## src/core/bdp_pkg.sv

```systemverilog
// Package for the bulk data port: register map, field layout, timing and carriers
package bdp_pkg;
  // Register map on the plain register port
  localparam logic [7:0] BDP_ADDR_CTRL = 8'h90;
  localparam logic [7:0] BDP_ADDR_PORTRST = 8'h94;
  localparam logic [7:0] BDP_ADDR_STATUS = 8'h98;
  localparam logic [7:0] BDP_ADDR_DATA = 8'h9c;

  // Control register fields
  localparam int BDP_CTRL_DIR_BIT = 0;
  localparam int BDP_CTRL_SYNC_BIT = 1;
  localparam int BDP_CTRL_SCSI_BIT = 2;
  localparam int BDP_CTRL_OFLAG_LSB = 4;
  localparam logic [15:0] BDP_CTRL_RESET = 16'h0000;

  // Port reset register fields
  localparam int BDP_RST_OUT_BIT = 0;
  localparam int BDP_RST_IN_BIT = 1;

  // Status register fields
  localparam int BDP_ST_VALID_BIT = 0;
  localparam int BDP_ST_READY_BIT = 1;
  localparam int BDP_ST_TRI_BIT = 2;
  localparam int BDP_ST_OVF_BIT = 3;
  localparam int BDP_ST_HFLAG_LSB = 4;

  // Widths and depth
  localparam int BDP_DATA_W = 16;
  localparam int BDP_FLAG_W = 3;
  localparam int BDP_FIFO_DEPTH = 8;

  // Clocking: system clock, internal PHY clock and agent clock ceiling
  localparam longint BDP_SYS_CLK_KHZ = 200000;
  localparam longint BDP_PHY_CLK_KHZ = 49152;
  localparam int BDP_ICLK_MAX_MHZ = 40;
  localparam int BDP_PHASE_W = 16;
  localparam logic [BDP_PHASE_W-1:0] BDP_PHASE_INC =
    BDP_PHASE_W'((BDP_PHY_CLK_KHZ * (64'd1 << BDP_PHASE_W)) / BDP_SYS_CLK_KHZ);
  // PHY ticks per half period of the port output clock
  localparam logic [3:0] BDP_OCLK_HALF = 4'h2;
  // Cycles after reset release before the strap level has crossed the synchroniser
  localparam logic [1:0] BDP_STRAP_WAIT = 2'h3;

  typedef struct packed {
    logic [BDP_FLAG_W-1:0] flags;
    logic [BDP_DATA_W-1:0] data;
  } bdp_word_t;

  typedef struct packed {
    logic [BDP_FLAG_W-1:0] oflags;
    logic scsi_mode;
    logic sync_mode;
    logic dir_out;
  } bdp_ctrl_t;
endpackage

```

## src/core/bdp_fifo.sv

```systemverilog
// Flip-flop FIFO with valid/ready on both sides and a synchronous flush
`timescale 1ns/1ps
`default_nettype none
module bdp_fifo #(
  parameter int WIDTH = 19,
  parameter int DEPTH = 8
) (
  // Clock and reset
  input wire logic clk_sys_i,
  input wire logic rst_i,
  input wire logic flush_i,
  // Fill side
  input wire logic in_valid_i,
  output logic in_ready_o,
  input wire logic [WIDTH-1:0] in_data_i,
  // Drain side
  output logic out_valid_o,
  input wire logic out_ready_i,
  output logic [WIDTH-1:0] out_data_o
);
  localparam int AW = $clog2(DEPTH);

  logic [WIDTH-1:0] mem [DEPTH];
  logic [AW-1:0] wr_ptr, next_wr_ptr;
  logic [AW-1:0] rd_ptr, next_rd_ptr;
  logic [AW:0] count, next_count;
  logic push, pop;

  assign in_ready_o = (count != (AW+1)'(DEPTH));
  assign out_valid_o = (count != '0);
  assign out_data_o = mem[rd_ptr];
  assign push = in_valid_i && in_ready_o && !flush_i;
  assign pop = out_valid_o && out_ready_i && !flush_i;

  always_comb begin
    next_wr_ptr = wr_ptr;
    next_rd_ptr = rd_ptr;
    next_count = count;
    if (flush_i) begin
      next_wr_ptr = '0;
      next_rd_ptr = '0;
      next_count = '0;
    end else begin
      if (push) begin
        next_wr_ptr = (wr_ptr == AW'(DEPTH-1)) ? '0 : wr_ptr + 1'b1;
      end
      if (pop) begin
        next_rd_ptr = (rd_ptr == AW'(DEPTH-1)) ? '0 : rd_ptr + 1'b1;
      end
      next_count = count + (AW+1)'(push) - (AW+1)'(pop);
    end
  end

  always_ff @(posedge clk_sys_i or posedge rst_i) begin
    if (rst_i) begin
      wr_ptr <= '0;
      rd_ptr <= '0;
      count <= '0;
    end else begin
      wr_ptr <= next_wr_ptr;
      rd_ptr <= next_rd_ptr;
      count <= next_count;
    end
  end

  // Storage carries no reset; out_data_o shows the slot at rd_ptr even while the FIFO is empty
  always_ff @(posedge clk_sys_i) begin
    if (push) begin
      mem[wr_ptr] <= in_data_i;
    end
  end
endmodule
`default_nettype wire

```

## src/core/bdp_dma_port.sv

```systemverilog
// Bulk data DMA port: pin handshakes, port clocking, register port and word FIFO
//
// Notes on behaviour
// - In asynchronous mode the input clock is ignored; the output clock times the port.
// - The port output clock is derived from the internal 49.152 MHz PHY clock.
// - Output clock disable high stops the port output clock being driven.
// - Tristate select high keeps busy, available and ATAPI acknowledge undriven initially.
// - Writing either port reset bit at 94h starts driving those three outputs.
// - In SCSI mode the available pin shows the direction bit 0 of 90h.
// - The device marks each outgoing word's stream position on the output flags; here they carry bits 6:4 of 90h as set when software wrote the word.
//
// Local design decisions: strobed register access and the register addresses.
`timescale 1ns/1ps
`default_nettype none
module bdp_dma_port
  import bdp_pkg::*;
(
  // Clock and reset
  input wire logic clk_sys_i,
  input wire logic rst_i,
  // Register port
  input wire logic [7:0] reg_addr_i,
  input wire logic [15:0] reg_wdata_i,
  input wire logic reg_wr_i,
  input wire logic reg_rd_i,
  output logic [15:0] reg_rdata_o,
  // Port clocking and strap pins
  input wire logic port_input_clock_i,
  input wire logic output_clock_disable_i,
  input wire logic port_tristate_select_i,
  output logic port_output_clock_o,
  output logic port_output_clock_oe_o,
  // Handshake pins
  input wire logic port_input_enable_i,
  input wire logic port_output_enable_i,
  input wire logic port_dma_ack_in_i,
  output logic port_input_busy_o,
  output logic port_input_busy_oe_o,
  output logic port_output_available_o,
  output logic port_output_available_oe_o,
  output logic atapi_ack_out_o,
  output logic atapi_ack_out_oe_o,
  // Data and order flags
  input wire logic [BDP_DATA_W-1:0] port_data_lanes_i,
  output logic [BDP_DATA_W-1:0] port_data_lanes_o,
  output logic port_data_lanes_oe_o,
  input wire logic [BDP_FLAG_W-1:0] input_order_flags_i,
  output logic [BDP_FLAG_W-1:0] output_order_flags_o
);
  localparam int PIN_W = 6 + BDP_DATA_W + BDP_FLAG_W;

  // Two-flop synchronisers for every pin input
  logic [PIN_W-1:0] pin_meta, pin_sync;
  logic iclk_s, ocdis_s, tri_s, ien_s, dack_s, oen_s, ien_any;
  logic [BDP_DATA_W-1:0] lanes_s;
  logic [BDP_FLAG_W-1:0] iflags_s;
  logic iclk_prev;

  always_ff @(posedge clk_sys_i or posedge rst_i) begin
    if (rst_i) begin
      pin_meta <= '0;
      pin_sync <= '0;
      iclk_prev <= 1'b0;
    end else begin
      pin_meta <= {port_input_clock_i, output_clock_disable_i, port_tristate_select_i,
                   port_input_enable_i, port_dma_ack_in_i, port_output_enable_i,
                   port_data_lanes_i, input_order_flags_i};
      pin_sync <= pin_meta;
      iclk_prev <= iclk_s;
    end
  end
  assign {iclk_s, ocdis_s, tri_s, ien_s, dack_s, oen_s, lanes_s, iflags_s} = pin_sync;
  // Either qualifier admits a word; combined only after both are synchronised
  assign ien_any = ien_s || dack_s;

  // Control state
  bdp_ctrl_t ctrl, next_ctrl;
  logic tri_hold, next_tri_hold;
  // Strap wait counter, pin drive and registered clock pin
  logic [1:0] strap_wait, next_strap_wait;
  logic drive_q, next_drive_q;
  logic oclk_pin_q, next_oclk_pin_q;
  logic overflow, next_overflow;
  logic [BDP_PHASE_W-1:0] phase, next_phase;
  logic [3:0] oclk_cnt, next_oclk_cnt;
  logic oclk, next_oclk;
  logic [15:0] rdata, next_rdata;
  logic busy_q, next_busy_q;
  logic avail_q, next_avail_q;
  logic ack_q, next_ack_q;
  logic [BDP_DATA_W-1:0] dout_q, next_dout_q;
  logic [BDP_FLAG_W-1:0] oflags_q, next_oflags_q;
  logic dout_oe_q, next_dout_oe_q;
  logic oclk_oe_q, next_oclk_oe_q;

  // FIFO hookup
  bdp_word_t fifo_in, fifo_out;
  logic fifo_in_valid, fifo_in_ready, fifo_out_valid, fifo_out_ready, fifo_flush;

  // Port timing and qualifiers
  logic phy_tick, oclk_rise, port_tick, take_in, give_out;
  logic sw_wr_data, sw_rd_data, port_reset;

  always_comb begin
    logic [BDP_PHASE_W:0] phase_sum;
    phase_sum = {1'b0, phase} + {1'b0, BDP_PHASE_INC};
    phy_tick = phase_sum[BDP_PHASE_W];
    oclk_rise = phy_tick && (oclk_cnt == BDP_OCLK_HALF - 4'h1) && !oclk;
    // Synchronous mode times the port from the agent's clock, else from our own
    port_tick = ctrl.sync_mode ? (iclk_s && !iclk_prev)
                               : oclk_rise;
    sw_wr_data = reg_wr_i && (reg_addr_i == BDP_ADDR_DATA);
    sw_rd_data = reg_rd_i && (reg_addr_i == BDP_ADDR_DATA);
    port_reset = reg_wr_i && (reg_addr_i == BDP_ADDR_PORTRST) &&
                 (reg_wdata_i[BDP_RST_OUT_BIT] || reg_wdata_i[BDP_RST_IN_BIT]);
    // Agent words enter only while not busy; device words leave only when offered
    take_in = !ctrl.dir_out && port_tick && ien_any && fifo_in_ready;
    give_out = ctrl.dir_out && port_tick && oen_s && fifo_out_valid;
  end

  // The FIFO fills from the pins or from software, by direction
  always_comb begin
    fifo_flush = port_reset;
    if (ctrl.dir_out) begin
      fifo_in_valid = sw_wr_data;
      fifo_in.data = reg_wdata_i;
      fifo_in.flags = ctrl.oflags;
      fifo_out_ready = give_out;
    end else begin
      fifo_in_valid = take_in;
      fifo_in.data = lanes_s;
      fifo_in.flags = iflags_s;
      fifo_out_ready = sw_rd_data;
    end
  end

  bdp_fifo #(
    .WIDTH($bits(bdp_word_t)),
    .DEPTH(BDP_FIFO_DEPTH)
  ) u_fifo (
    .clk_sys_i(clk_sys_i),
    .rst_i(rst_i),
    .flush_i(fifo_flush),
    .in_valid_i(fifo_in_valid),
    .in_ready_o(fifo_in_ready),
    .in_data_i(fifo_in),
    .out_valid_o(fifo_out_valid),
    .out_ready_i(fifo_out_ready),
    .out_data_o(fifo_out)
  );

  always_comb begin
    next_ctrl = ctrl;
    next_tri_hold = tri_hold;
    next_strap_wait = strap_wait;
    next_overflow = overflow;
    next_phase = phase + BDP_PHASE_INC;
    next_oclk_cnt = oclk_cnt;
    next_oclk = oclk;
    next_rdata = 16'h0000;

    // Strap read once, after its level has crossed both synchroniser stages;
    // until then the handshake outputs stay undriven as a safe default
    if (strap_wait != 2'h0) begin
      next_strap_wait = strap_wait - 2'h1;
    end
    if (strap_wait == 2'h1) begin
      next_tri_hold = tri_s;
    end
    // Software release is final, even inside the strap window
    if (port_reset) begin
      next_tri_hold = 1'b0;
      next_strap_wait = 2'h0;
      next_overflow = 1'b0;
    end

    if (reg_wr_i && reg_addr_i == BDP_ADDR_CTRL) begin
      next_ctrl.dir_out = reg_wdata_i[BDP_CTRL_DIR_BIT];
      next_ctrl.sync_mode = reg_wdata_i[BDP_CTRL_SYNC_BIT];
      next_ctrl.scsi_mode = reg_wdata_i[BDP_CTRL_SCSI_BIT];
      next_ctrl.oflags = reg_wdata_i[BDP_CTRL_OFLAG_LSB +: BDP_FLAG_W];
    end
    // Lost words are flagged; set wins over a same-cycle clear
    if ((sw_wr_data && (!ctrl.dir_out || !fifo_in_ready)) ||
        (!ctrl.dir_out && port_tick && ien_any && !fifo_in_ready)) begin
      next_overflow = 1'b1;
    end

    // Output clock: half period counted in PHY ticks
    if (phy_tick) begin
      if (oclk_cnt == BDP_OCLK_HALF - 4'h1) begin
        next_oclk_cnt = 4'h0;
        next_oclk = !oclk;
      end else begin
        next_oclk_cnt = oclk_cnt + 4'h1;
      end
    end

    if (reg_rd_i) begin
      case (reg_addr_i)
        BDP_ADDR_CTRL: begin
          next_rdata[BDP_CTRL_DIR_BIT] = ctrl.dir_out;
          next_rdata[BDP_CTRL_SYNC_BIT] = ctrl.sync_mode;
          next_rdata[BDP_CTRL_SCSI_BIT] = ctrl.scsi_mode;
          next_rdata[BDP_CTRL_OFLAG_LSB +: BDP_FLAG_W] = ctrl.oflags;
        end
        BDP_ADDR_STATUS: begin
          next_rdata[BDP_ST_VALID_BIT] = fifo_out_valid;
          next_rdata[BDP_ST_READY_BIT] = fifo_in_ready;
          next_rdata[BDP_ST_TRI_BIT] = tri_hold;
          next_rdata[BDP_ST_OVF_BIT] = overflow;
          next_rdata[BDP_ST_HFLAG_LSB +: BDP_FLAG_W] = fifo_out.flags;
        end
        BDP_ADDR_DATA: begin
          // Head word while receiving; empty FIFO reads zero
          if (!ctrl.dir_out && fifo_out_valid) begin
            next_rdata = fifo_out.data;
          end
        end
        default: begin
          next_rdata = 16'h0000;
        end
      endcase
    end
  end

  // Pin outputs, all registered
  always_comb begin
    next_oclk_oe_q = !ocdis_s;
    // Gated from next values so the pin keeps the phase of the internal clock
    next_oclk_pin_q = next_oclk && next_oclk_oe_q;
    next_drive_q = !next_tri_hold;
    if (ctrl.scsi_mode) begin
      // Request shows readiness to move a word in the current direction
      next_busy_q = ctrl.dir_out ? fifo_out_valid : fifo_in_ready;
      next_avail_q = ctrl.dir_out;
    end else begin
      next_busy_q = !fifo_in_ready || ctrl.dir_out;
      next_avail_q = ctrl.dir_out && fifo_out_valid;
    end
    next_ack_q = !ctrl.scsi_mode && (take_in || give_out);
    next_dout_q = fifo_out.data;
    next_oflags_q = ctrl.dir_out ? fifo_out.flags : '0;
    next_dout_oe_q = ctrl.dir_out && oen_s;
  end

  always_ff @(posedge clk_sys_i or posedge rst_i) begin
    if (rst_i) begin
      ctrl <= bdp_ctrl_t'(BDP_CTRL_RESET[5:0]);
      tri_hold <= 1'b1;
      strap_wait <= BDP_STRAP_WAIT;
      drive_q <= 1'b0;
      oclk_pin_q <= 1'b0;
      overflow <= 1'b0;
      phase <= '0;
      oclk_cnt <= 4'h0;
      oclk <= 1'b0;
      rdata <= 16'h0000;
      busy_q <= 1'b1;
      avail_q <= 1'b0;
      ack_q <= 1'b0;
      dout_q <= '0;
      oflags_q <= '0;
      dout_oe_q <= 1'b0;
      oclk_oe_q <= 1'b0;
    end else begin
      ctrl <= next_ctrl;
      tri_hold <= next_tri_hold;
      strap_wait <= next_strap_wait;
      drive_q <= next_drive_q;
      oclk_pin_q <= next_oclk_pin_q;
      overflow <= next_overflow;
      phase <= next_phase;
      oclk_cnt <= next_oclk_cnt;
      oclk <= next_oclk;
      rdata <= next_rdata;
      busy_q <= next_busy_q;
      avail_q <= next_avail_q;
      ack_q <= next_ack_q;
      dout_q <= next_dout_q;
      oflags_q <= next_oflags_q;
      dout_oe_q <= next_dout_oe_q;
      oclk_oe_q <= next_oclk_oe_q;
    end
  end

  // Every pin comes straight from a register, so no gate can glitch it
  assign reg_rdata_o = rdata;
  assign port_output_clock_o = oclk_pin_q;
  assign port_output_clock_oe_o = oclk_oe_q;
  assign port_input_busy_o = busy_q;
  assign port_input_busy_oe_o = drive_q;
  assign port_output_available_o = avail_q;
  assign port_output_available_oe_o = drive_q;
  assign atapi_ack_out_o = ack_q;
  assign atapi_ack_out_oe_o = drive_q;
  assign port_data_lanes_o = dout_q;
  assign port_data_lanes_oe_o = dout_oe_q;
  assign output_order_flags_o = oflags_q;
endmodule
`default_nettype wire

```

## config.mk

```make
export PLATFORM = sky130hd
export DESIGN_NAME = bdp_dma_port
export DESIGN_NICKNAME = d
export VERILOG_FILES = /design/src/core/bdp_pkg.sv /design/src/core/bdp_fifo.sv /design/src/core/bdp_dma_port.sv
export SDC_FILE = /design/constraint.sdc
export NUM_CORES = 1
export LEC_CHECK = 0
export BUFFER_PORTS_ARGS = -buffer_cell sky130_fd_sc_hd__buf_4
export CAP_MARGIN = 20
export CELL_PAD_IN_SITES_DETAIL_PLACEMENT = 1
export CELL_PAD_IN_SITES_GLOBAL_PLACEMENT = 1
export CORE_MARGIN = 2
export CORE_UTILIZATION = 34
export CTS_CLUSTER_SIZE = 8
export DETAILED_ROUTE_END_ITERATION = 7
export PLACE_DENSITY_LB_ADDON = 0.1
export SLEW_MARGIN = 20
export SYNTH_ARGS = -nofsm -noshare
export SYNTH_HDL_FRONTEND = slang
export SYNTH_SLANG_ARGS = --single-unit
```

## constraint.sdc

```tcl
create_clock -name clk_sys_i -period 11.6 [get_ports clk_sys_i]
set_clock_uncertainty 0.1 [all_clocks]
set_input_delay 1.16 -clock clk_sys_i [delete_from_list [all_inputs] [get_ports clk_sys_i]]
set_output_delay 1.16 -clock clk_sys_i [all_outputs]
set_load 0.1 [all_outputs]
```

==> implementation parameters, run 1 <==
Parameter                              Value

Status
  Outcome    complete, no violations

Clock tree
  Root cell of the clock tree    clkbuf_16
  Clock network latency to the later pin of the worst-skew pair    approximately 0.53 ns
  H-tree depth    2
  Total clock buffers created by CTS    41
  PostCTS Resize Cnt    0
  Cts-stage hold buffer count    0
  Number of buffers inserted by post-CTS setup repair    0
  Clock transition at the registers of the reported paths    0.05 ns
  Number of sinks on the clock net    between 200 and 300
  Bufs on Longest Clock Path    3
  Clock tree from TritonCTS    yes

Finish
  Ratio of cells with drive above 1 in the final layout    0.314
  Synth-to-Final Area Change    22.4%
  Filler Cell Count    3073
  Multi-input combinational cell area    2840 µm²
  Layout Cells excl Fill    ~1200
  Number of inserted diodes    0
  Net total in the final layout    about 800
  Area taken by flip-flops and latches    7900 µm²
  Post-route cell area    13300 µm²

Drt
  DRC    0
  Total number of vias    5654
  Detail-routed via count per cell    4.86
  Router iterations before antenna repair    4
  Drt first-iter violations    between 150 and 200
  Residual antenna-violating net count after detailed routing    0
  Average detailed-routed wire length per instance    20.8 µm
  Overall routed net length    24.2 mm

STA
  RSZ-0062 raised after global routing    no
  Sum Neg Setup Slack    0 ns
  Relative max-transition margin    0.425
  Final Cycle Share    0.299
  Highest Clock Rate    289 MHz
  Pins Over Slew Limit    0
  Setup violators final    0
  Final period demand of the worst path    around 3.5 ns
  Worst slew pin tran    0.862 ns
  Final Hold Fails    0

Worst setup path
  Start-to-end type of the worst setup path    input pin to register
  Arrival time reported for the critical path endpoint    3.58 ns
  Critical path fanouts, max    15
  Critical Path Most Common Cell    buf_4
  Worst setup SP type    input pin
  Data required time of the worst path    11.71 ns
  Startpoint of the lowest-slack register-to-register path    u_fifo.count[2]
  Worst path max stage delay    0.79 ns
  Type of element capturing the critical path    register
  Cell with the largest stage delay on the worst path    nor4bb_4
  Origin of the worst setup path    reg_addr_i[4]
  Series of cell instances along the critical path    buf_4 -> nor4b_1 -> and3_1 -> nand2_1 -> o21ai_2 -> nor4bb_4 -> buf_4

Hold path
  Worst min-delay path startpoint    pin_meta[0]
  Type of the tightest min-delay check    register to register

Yosys
  Yosys Warn Count    0
  Top flip-flop cell by instance count after synthesis    edfxtp_1
  Yosys cell types    62
  Ranking of synthesized cells by area    edfxtp_1 42%, dfrtp_1 30%, mux4_1 5.3%, mux2_2 4.4%, mux4_2 3.3%
  Cell accounting for the most synthesized area    edfxtp_1
  Synthesized instance count    599
  Yosys reg bits    around 290
  Most common library cells after synthesis    152 x edfxtp_1, 129 x dfrtp_1, 43 x mux2_2
  Cell area after synthesis    10900 µm²
  Total nets after synthesis    666
  Most common cell in the netlist    edfxtp_1
  EDFF count, synth    152
  Synth async-reset ratio    0.467
  Post-synthesis sequential area ratio    0.724
  Avg Cell Area, Syn    18.2 µm²
  Area fraction of the dominant cell type after synthesis    0.419

Power
  Sw Ratio    0.274
  Proportion of power drawn by flip-flops and latches    0.435
  Leakage dissipation    ~5.3 nW
  Total Power    ~0.0027 W
  Gate power share    0.154
  Part of the power in the clock network    0.411
  Peak supply drop    approximately 0.13 mV
  Net switching power of the design    0.000735 W
  Internal power    ~0.0019 W
  Power density normalized to cell area    201 nW/µm²

Global routing
  Total global routing track utilization    0.150
  Layer carrying the most global-route usage    met2
  Maximum number of pins on one net before global-route repair    95
  Met3 Use GR    0.0264
  Met1 demand-to-capacity share in global routing    0.188
  Vias in the first global route    ~6500
  Global routing met2 resource utilization    0.266
  Total overflow reported by the global router    0
  First-pass GRT wire length    roughly 38 mm
  Initial antenna violation count    0

Run
  Count of max-cap constraint violations    0

Placed design
  Routability cong.    0.763
  Placed cell area    12100 µm²
  Number of input and output port buffers inserted    96
  Placed cells    1088
  HPWL after DPL    15.3 mm

Floorplanning
  Effective utilization at floorplan    0.345
  Die Y    183 µm
  Core area    approximately 32000 µm²
  Die area    33500 µm²
  Die Width    183 µm
  I/O pin total    97
  Row Count    65
-- worst max-delay path, delay by kind of cell --
family / cells / cell delay, ns
compound gates: 1 / 0.35
buf+inv: 2 / 0.46
simple gates: 4 / 1.59
-- cell usage in the layout (no fill, tap or decap), types with 5 or more instances in the layout --
cell,instances
edfxtp_1,152
dfrtp_1,128
buf_4,110
mux2_2,43
clkbuf_16,42
clkbuf_1,31
nor2_1,29
mux4_1,22
nand2_1,21
inv_1,17
mux4_2,16
xnor2_1,14
ha_1,13
and2_1,12
mux2i_1,11
a21oi_1,7
nand3_1,6
nor3_1,6
xor2_1,5
-- logic make-up after synthesis --
family,count (synthesis),synth area share
compound gates,40,0.0298
xor+xnor,19,0.0153
fa+ha+maj,14,0.0168
buf+inv,41,0.0213
flops,285,0.724
mux,92,0.141
simple gates,108,0.0518
-- state kept, by name, indices dropped and copies added (netlist names), 2 cells and up --
register	cells
ctrl	6
oclk_cnt	4
output_order_flags_o	3
phase	15
pin_meta	25
pin_sync	25
port_data_lanes_o	16
reg_rdata_o	16
strap_wait	2
u_fifo.count	4
u_fifo.mem	152
u_fifo.rd_ptr	3
u_fifo.wr_ptr	3
-- layout make-up --
type                       instances  share of cell area
inverter                          18             0.00544
sequential                       285               0.592
clock inverter                     2             0.00272
multi-input combinational        273               0.213
timing repair buffer             110              0.0619
clock buffer                      73              0.0875
tap                              402              0.0377
-- path summary, 6_finish.rpt --
check | slack (ns) | endpoint | depth (start not counted)
setup / recovery | 8.14 | u_fifo.mem[3][1] | 7
hold / removal | 0.24 | pin_sync[0] | 0
setup reg to reg | 8.17 | u_fifo.count[2] | 11
hold reg to reg | 0.24 | pin_sync[0] | 0
max in group asynchronous | 9.53 | u_fifo.rd_ptr[0] | 3
min in group asynchronous | 0.73 | ctrl[3] | 2
-- power groups by stage --
stage                     combinational (W)  clock, W  sequential (W)
after global routing               0.000448   0.00119         0.00117
final                              0.000413   0.00110         0.00116
after detailed placement           0.000421         0         0.00118
after floorplan                    0.000237         0         0.00126
after CTS                          0.000423   0.00114         0.00117
after global placement             0.000410         0         0.00118
-- per-stage QoR --
stage	utilization	hold WS, ns	setup slack (ns)
global route	0.423	0.250	7.88
finish	0.423	0.239	8.14
detailed placement	0.385	0.237	7.49
floorplan	-	0.231	6.79
CTS	0.423	0.245	8.06
global placement	0.384	0.234	7.71
-- layer usage --
metal  vias up  share of wire
met5         -              0
met4         0          0.018
met3        37          0.034
met2        96           0.52
met1      2991           0.42
li1       2530              -
Note: power is estimated with default switching activity, not from simulation.
==> inputs of run 2 (changes only) <==
==> constraint.sdc (replaced) <==
create_clock -name clk_sys_i -period 3.6 [get_ports clk_sys_i]
set_clock_uncertainty 0.1 [all_clocks]
set_input_delay 0.36 -clock clk_sys_i [delete_from_list [all_inputs] [get_ports clk_sys_i]]
set_output_delay 0.36 -clock clk_sys_i [all_outputs]
set_load 0.1 [all_outputs]
==> run 2 against run 1 <==
- die area is the same
- worst setup slack worse by 7.9 ns
- via count is 3.3% higher
- wire length increased by 2.4%
- sequential cell count unchanged
- clock power rose to 3.2 times the previous value
- total power increased to 3.2 times the previous value
- non-clock buffer count grew 44
- first-iteration DRC count up 20%
- largest power group unchanged
==> implementation parameters, run 2 (synthesis results as in run 1) <==
Parameter                              Value

Status
  Outcome    complete, no violations

Power
  Internal power    0.00632 W (+220%)
  Sw Ratio    0.272 (-0.00239)
  Part of the power in the clock network    0.409 (-0.002)
  Peak supply drop    0.361 mV (+170%)
  Leakage dissipation    5.48 nW (+3.9%)
  Gate power share    0.154 (about the same)
  Total Power    0.00868 W (+220%)
  Proportion of power drawn by flip-flops and latches    0.437 (+0.002)
  Power density normalized to cell area    629 nW/µm² (+210%)
  Net switching power of the design    0.00236 W (+220%)

Clock tree
  Number of sinks on the clock net    285 (unchanged)
  Total clock buffers created by CTS    41 (unchanged)
  PostCTS Resize Cnt    0 (unchanged)
  Clock transition at the registers of the reported paths    0.05 ns (about the same)
  Clock tree from TritonCTS    yes
  Clock network latency to the later pin of the worst-skew pair    0.53 ns (about the same)
  H-tree depth    2 (unchanged)
  Root cell of the clock tree    clkbuf_16
  Number of buffers inserted by post-CTS setup repair    0 (unchanged)
  Bufs on Longest Clock Path    3 (unchanged)

STA
  Final Hold Fails    0 (unchanged)
  Pins Over Slew Limit    0 (unchanged)
  Final worst setup slack    0.286 ns (-7.85 ns)
  Worst slew pin tran    0.850 ns (-0.0120 ns)
  Setup violators final    0 (unchanged)
  Post-Route Hold Slack    0.0611 ns (-0.178 ns)
  Final period demand of the worst path    3.31 ns
  Final Cycle Share    0.920
  Relative max-transition margin    0.432 (+0.00683)
  RSZ-0062 raised after global routing    no
  Highest Clock Rate    between 300 and 400 MHz

Floorplanning
  Row Count    65 (unchanged)
  Die Width    183 µm (unchanged)
  Die area    33500 µm² (unchanged)
  Die Y    183 µm (unchanged)
  Effective utilization at floorplan    0.345 (unchanged)
  I/O pin total    97 (unchanged)
  Core area    31600 µm² (unchanged)

Global routing
  Layer carrying the most global-route usage    met2
  Global routing met2 resource utilization    0.273 (+0.00636)
  First-pass GRT wire length    38.9 mm (+2.3%)
  Maximum number of pins on one net before global-route repair    59 (-38%)
  Met3 Use GR    0.0298 (+0.00338)
  Total global routing track utilization    0.153 (+0.00310)
  Vias in the first global route    6685 (+3.4%)
  Met1 demand-to-capacity share in global routing    0.190 (+0.00186)
  Total overflow reported by the global router    0 (unchanged)
  Initial antenna violation count    0 (unchanged)

Drt
  Overall routed net length    24.8 mm (+2.4%)
  Router iterations before antenna repair    4 (unchanged)
  Residual antenna-violating net count after detailed routing    0 (unchanged)
  Average detailed-routed wire length per instance    20.6 µm (-1.3%)
  Drt first-iter violations    213 (+20%)
  Total number of vias    5839 (+3.3%)
  Detail-routed via count per cell    4.84 (-0.49%)
  DRC    0 (unchanged)

Placed design
  Number of input and output port buffers inserted    96 (unchanged)
  Placed cells    1100 (+1.1%)
  Worst slack at placement    0.251 ns (-7.24 ns)
  HPWL after DPL    15.9 mm (+3.7%)
  Placed cell area    12300 µm² (+1.1%)
  Routability cong.    0.744 (-2.5%)

Worst setup path
  Critical path fanouts, max    9 (-6)
  Worst setup slack for register-to-register paths    0.29 ns (-7.88 ns)
  Arrival time reported for the critical path endpoint    3.60 ns (+0.02 ns)
  Start-to-end type of the worst setup path    register to register
  Critical register-to-register path endpoint    u_fifo.count[2]
  Data required time of the worst path    3.89 ns (-7.82 ns)
  Type of element capturing the critical path    register
  Worst Reg-to-Reg Cells    11 (unchanged)
  Startpoint of the lowest-slack register-to-register path    u_fifo.count[2]
  Worst setup SP type    register

Finish
  Flip-flop count of the largest register, all copies and words added    152 (unchanged)
  Most used cells in the layout excluding fill and tap cells    152 x edfxtp_1, 127 x dfrtp_1, 118 x buf_4, 43 x mux2_2, 42 x clkbuf_16
  Leading cell type in the layout, fill and taps excluded    edfxtp_1
  Net total in the final layout    840 (+5.5%)
  Multi-input combinational cell area    2820 µm² (-0.44%)
  Synth-to-Final Area Change    26.6%
  Post-route cell area    13800 µm² (+3.4%)
  Register ranked first by flip-flop count    u_fifo.mem
  Area taken by flip-flops and latches    7900 µm² (about the same)
  Largest registers    u_fifo.mem (152), pin_meta (25), pin_sync (25)
  Ratio of cells with drive above 1 in the final layout    0.313 (-0.000628)
  Filler Cell Count    3102 (+0.94%)
  Layout Cells excl Fill    1207 (+3.8%)

Hold path
  Worst hold path cell count    2 (+2)
  Worst min-delay path startpoint    reg_addr_i[2]
  Type of the tightest min-delay check    input pin to register
  Hold Crit Endpoint    reg_rdata_o[4]

Run
  Count of max-cap constraint violations    0 (unchanged)
[run 2: layout make-up]
class / count / share of cell area
Inverter: 18 / 0.00517
Tap cell: 402 / 0.0365
Timing Repair Buffer: 154 / 0.0932
Sequential cell: 285 / 0.573
Multi-Input combinational cell: 273 / 0.205
Clock inverter: 2 / 0.00263
Clock buffer: 72 / 0.0851
Antenna cell: 1 / 0.000181
[run 2: how the worst max path moves through the flow]
stage / from / end / slack (ns) / cells past startpoint
final: u_fifo.count[2] / u_fifo.count[2] / 0.29 / 11
after global routing: u_fifo.count[2] / u_fifo.count[2] / 0.1 / 11
after CTS: u_fifo.count[2] / u_fifo.count[2] / 0.23 / 11
after detailed placement: u_fifo.count[2] / u_fifo.count[2] / 0.25 / 11
after global placement: u_fifo.count[2] / u_fifo.count[2] / 0.41 / 11
after floorplan: u_fifo.count[2] / u_fifo.mem[1][0] / -0.32 / 7
[run 2: stage by stage]
stage               setup TNS, ns  utilization
finish                          0        0.437
global placement                0        0.389
detailed placement              0        0.389
CTS                             0        0.437
global route                    0        0.437
floorplan                  -18.03            -
[run 2: metal layers]
metal | up-vias | routed length [µm]
met5 | - | 0
met4 | 0 | 546
met3 | 45 | 964
met2 | 100 | 12900
met1 | 3065 | 10400
li1 | 2629 | -
[run 2: what timing repair did]
item | CTS | global route
hold buffers | 32 | 0
setup endpoints to repair | 0 | 0
hold endpoints to repair | 67 | 0
[run 2: power groups by stage]
stage	clock network (W)	logic [W]	registers, W
6_report	0.00355	0.00134	0.00379
5_1_grt	0.00382	0.00145	0.00381
4_1_cts	0.00367	0.00136	0.00379
3_5_place_dp	0	0.00133	0.00385
3_3_place_gp	0	0.00128	0.00384
2_1_floorplan	0	0.000765	0.00404
[run 2: worst max-delay path: stages (launching register included)]
cell and delay, ns:
dfrtp_1 0.36, inv_1 0.10, ha_1 0.19, or3b_2 0.49, nand2b_1 0.18, a2bb2o_4 0.25
o21ai_2 0.55, inv_1 0.12, ha_1 0.25, fa_1 0.39, xnor2_1 0.15, nor2_1 0.06
==> inputs of run 3 (changes only) <==
--- a/config.mk
+++ b/config.mk
@@ -5,6 +5,7 @@
 export SDC_FILE = /design/constraint.sdc
 export NUM_CORES = 1
 export LEC_CHECK = 0
+export ABC_AREA = 1
 export BUFFER_PORTS_ARGS = -buffer_cell sky130_fd_sc_hd__buf_4
 export CAP_MARGIN = 20
 export CELL_PAD_IN_SITES_DETAIL_PLACEMENT = 1
==> run 3 against run 2 <==
- critical path depth is 6 higher
- hold slack worse by 0.033 ns
- via count is 22% higher
- wire length is 12% higher
- maximum frequency is 20% higher
- utilization is 0.52 points lower
- synthesized cell count is 51% higher
- clock power hardly changed
- combinational power is 15% lower
- final area is 1.2% lower
- die area hardly changed
==> implementation parameters, run 3 <==
Parameter                              Value

Status
  Outcome    complete, no violations

Placed design
  HPWL after DPL    16.3 mm (+2.8%)
  Number of input and output port buffers inserted    96 (unchanged)
  Placed cells    1386 (+26%)
  Routability cong.    0.758 (+1.9%)

Worst setup path
  Endpoint of the most critical setup path    u_fifo.count[3]
  Start-to-end type of the worst setup path    register to register
  Total number of cells along the worst setup path    17 (+6)
  Cell family with most CP delay    simple AND/OR/NAND/NOR gates
  Arrival time reported for the critical path endpoint    3.08 ns (-0.52 ns)
  Worst setup SP type    register
  Critical register-to-register path endpoint    u_fifo.count[3]
  Worst setup slack for register-to-register paths    0.83 ns (+0.54 ns)
  Worst Reg-to-Reg Cells    17 (+6)
  Origin of the worst setup path    phase[12]
  Worst path max stage delay    0.40 ns (-0.15 ns)
  Data required time of the worst path    3.91 ns (+0.02 ns)
  Cell with the largest stage delay on the worst path    dfrtp_1
  Series of cell instances along the critical path    nor2_1 -> nand2_1 -> nor2_1 -> nand2_1 -> nand2_2 -> nand4_2 -> nand2_2 -> nand3_2 -> a21oi_1 -> ha_1 -> inv_1 -> ha_1 -> a21oi_1 -> inv_1 -> a21oi_1 -> nor2_1 -> nor3b_1
  Startpoint of the lowest-slack register-to-register path    phase[12]
  Type of element capturing the critical path    register
  Critical path buffer and inverter count    2 (unchanged)
  Critical path fanouts, max    6 (-3)

Finish
  Number of inserted diodes    0 (-1)
  Register ranked first by flip-flop count    u_fifo.mem
  Leading cell type in the layout, fill and taps excluded    nand2_1
  Final standard cell utilization of the core    0.432 (-0.00515)
  Net total in the final layout    1123 (+34%)
  Ratio of cells with drive above 1 in the final layout    0.185 (-0.128)
  Flip-flop count of the largest register, all copies and words added    152 (unchanged)
  Synth-to-Final Area Change    25.2%
  Layout Cells excl Fill    1488 (+23%)
  Most used cells in the layout excluding fill and tap cells    166 x nand2_1, 152 x edfxtp_1, 127 x dfrtp_1, 118 x buf_4, 115 x nor2_1
  Largest registers    u_fifo.mem (152), pin_meta (25), pin_sync (25)

Yosys
  Synth async-reset ratio    0.467 (unchanged)
  Ranking of synthesized cells by area    edfxtp_1 42%, dfrtp_1 30%, nand2_1 5.7%, nor2_1 4.0%, o21ai_0 3.9%
  Post-synthesis sequential area ratio    0.725 (about the same)
  Total nets after synthesis    969 (+45%)
  Avg Cell Area, Syn    12.1 µm² (-34%)
  Area fraction of the dominant cell type after synthesis    0.419 (about the same)
  Synthesized instance count    902 (+51%)
  EDFF count, synth    152 (unchanged)
  Yosys reg bits    285 (unchanged)
  Top flip-flop cell by instance count after synthesis    edfxtp_1
  Most common cell in the netlist    nand2_1
  Yosys cell types    36 (-42%)
  Most common library cells after synthesis    166 x nand2_1, 152 x edfxtp_1, 129 x dfrtp_1
  Yosys Warn Count    0 (unchanged)
  Cell area after synthesis    10900 µm² (about the same)
  Cell accounting for the most synthesized area    edfxtp_1

Floorplanning
  Effective utilization at floorplan    0.345 (about the same)
  I/O pin total    97 (unchanged)
  Die Y    183 µm (about the same)
  Die area    33500 µm² (about the same)
  Row Count    65 (unchanged)
  Core area    31600 µm² (unchanged)
  Die Width    183 µm (about the same)

Clock tree
  Clock network latency to the later pin of the worst-skew pair    0.52 ns (about the same)
  Number of sinks on the clock net    285 (unchanged)
  Root cell of the clock tree    clkbuf_16
  Clock transition at the registers of the reported paths    0.05 ns (about the same)
  Clock tree from TritonCTS    yes
  Number of buffers inserted by post-CTS setup repair    0 (unchanged)
  Total clock buffers created by CTS    41 (unchanged)
  H-tree depth    2 (unchanged)
  Bufs on Longest Clock Path    3 (unchanged)

Global routing
  Total global routing track utilization    0.169 (+0.0158)
  Maximum number of pins on one net before global-route repair    80 (+36%)
  Total overflow reported by the global router    0 (unchanged)
  First-pass GRT wire length    43.3 mm (+11%)
  Vias in the first global route    7552 (+13%)
  Initial antenna violation count    1 (+1)

Power
  Leakage dissipation    5.71 nW (+4.2%)
  Power density normalized to cell area    613 nW/µm² (-2.5%)
  Peak supply drop    0.328 mV (-9.3%)

Drt
  Residual antenna-violating net count after detailed routing    0 (unchanged)
  Overall routed net length    27.7 mm (+12%)
  Total number of vias    7108 (+22%)
  Detail-routed via count per cell    4.78 (-1.3%)
  Average detailed-routed wire length per instance    18.6 µm (-9.4%)
  Drt first-iter violations    300 (+41%)
  Router iterations before antenna repair    4 (unchanged)
  DRC    0 (unchanged)

STA
  Final period demand of the worst path    2.77 ns (-0.544 ns)
  Highest Clock Rate    361 MHz (+20%)
  Pins Over Slew Limit    0 (unchanged)
  Final Hold Fails    0 (unchanged)
  Setup violators final    0 (unchanged)
  Final Cycle Share    0.769 (-0.151)
  Worst slew pin tran    1.11 ns (+0.258 ns)
  RSZ-0062 raised after global routing    no
  Sum Neg Setup Slack    0 ns (unchanged)
  Relative max-transition margin    0.254 (-0.178)

Run
  Count of max-cap constraint violations    0 (unchanged)

Hold path
  Type of the tightest min-delay check    input pin to register
[run 3: tightest hold or removal path, delay by kind of cell]
kind | cells | cell delay (ns)
simple gates | 1 | 0.07
buf+inv | 2 | 0.17
[run 3: worst min path at each step]
stage,startpoint,to,slack (ns),depth (start not counted)
CTS,reg_rd_i,reg_rdata_o[6],0.001,3
finish,reg_rd_i,reg_rdata_o[6],0.03,3
global route,reg_wdata_i[4],ctrl[3],0.03,3
global placement,pin_meta[10],pin_sync[10],0.23,0
detailed placement,pin_meta[18],pin_sync[18],0.24,0
floorplan,pin_meta[0],pin_sync[0],0.23,0
[run 3: power breakdown]
group / leakage, nW / internal (W) / switching [W]
combinational: 2.15 / 0.000330 / 0.000811
clock: 0.566 / 0.00219 / 0.00135
sequential: 3.00 / 0.00360 / 0.0000823
[run 3: logic make-up (layout without fill, tap and decap cells)]
logic type,after synthesis,in the layout,share of synthesized area
simple gates,328,328,0.129
flops,285,285,0.725
buf+inv,98,282,0.0368
mux,1,1,0.00103
xor+xnor,18,18,0.0145
compound gates,158,158,0.0770
fa+ha+maj,14,14,0.0168
[run 3: cell type report]
cell class	count	area, µm²
multi-input combinational	519	2600
sequential	285	7900
clock buffer	72	1170
fill	3373	17900
timing repair buffer	149	1220
clock inverter	1	16.3
tap	402	503
inverter	60	229
[run 3: routing by layer]
metal	up-vias	GRT usage	part of all wire
met4	0	0.0470	0.019
met3	36	0.0270	0.042
met2	138	0.288	0.49
li1	3388	-	-
met1	3546	0.225	0.45
met5	-	0	0
[run 3: per-stage QoR]
step / worst slack [ns] / cell area [µm²] / total power (W) / hold WS (ns)
floorplan: 0.952 / 10900 / 0.00456 / 0.231
global placement: 0.867 / 12200 / 0.00485 / 0.232
detailed placement: 0.821 / 12200 / 0.00487 / 0.236
CTS: 0.770 / 13600 / 0.00850 / 0.00107
global route: 0.462 / 13600 / 0.00876 / 0.0298
finish: 0.830 / 13600 / 0.00836 / 0.0278
[run 3: what timing repair did]
item,CTS,global route
endpoints found under the hold margin,55,0
gates resized for setup,0,0
hold buffers,29,0
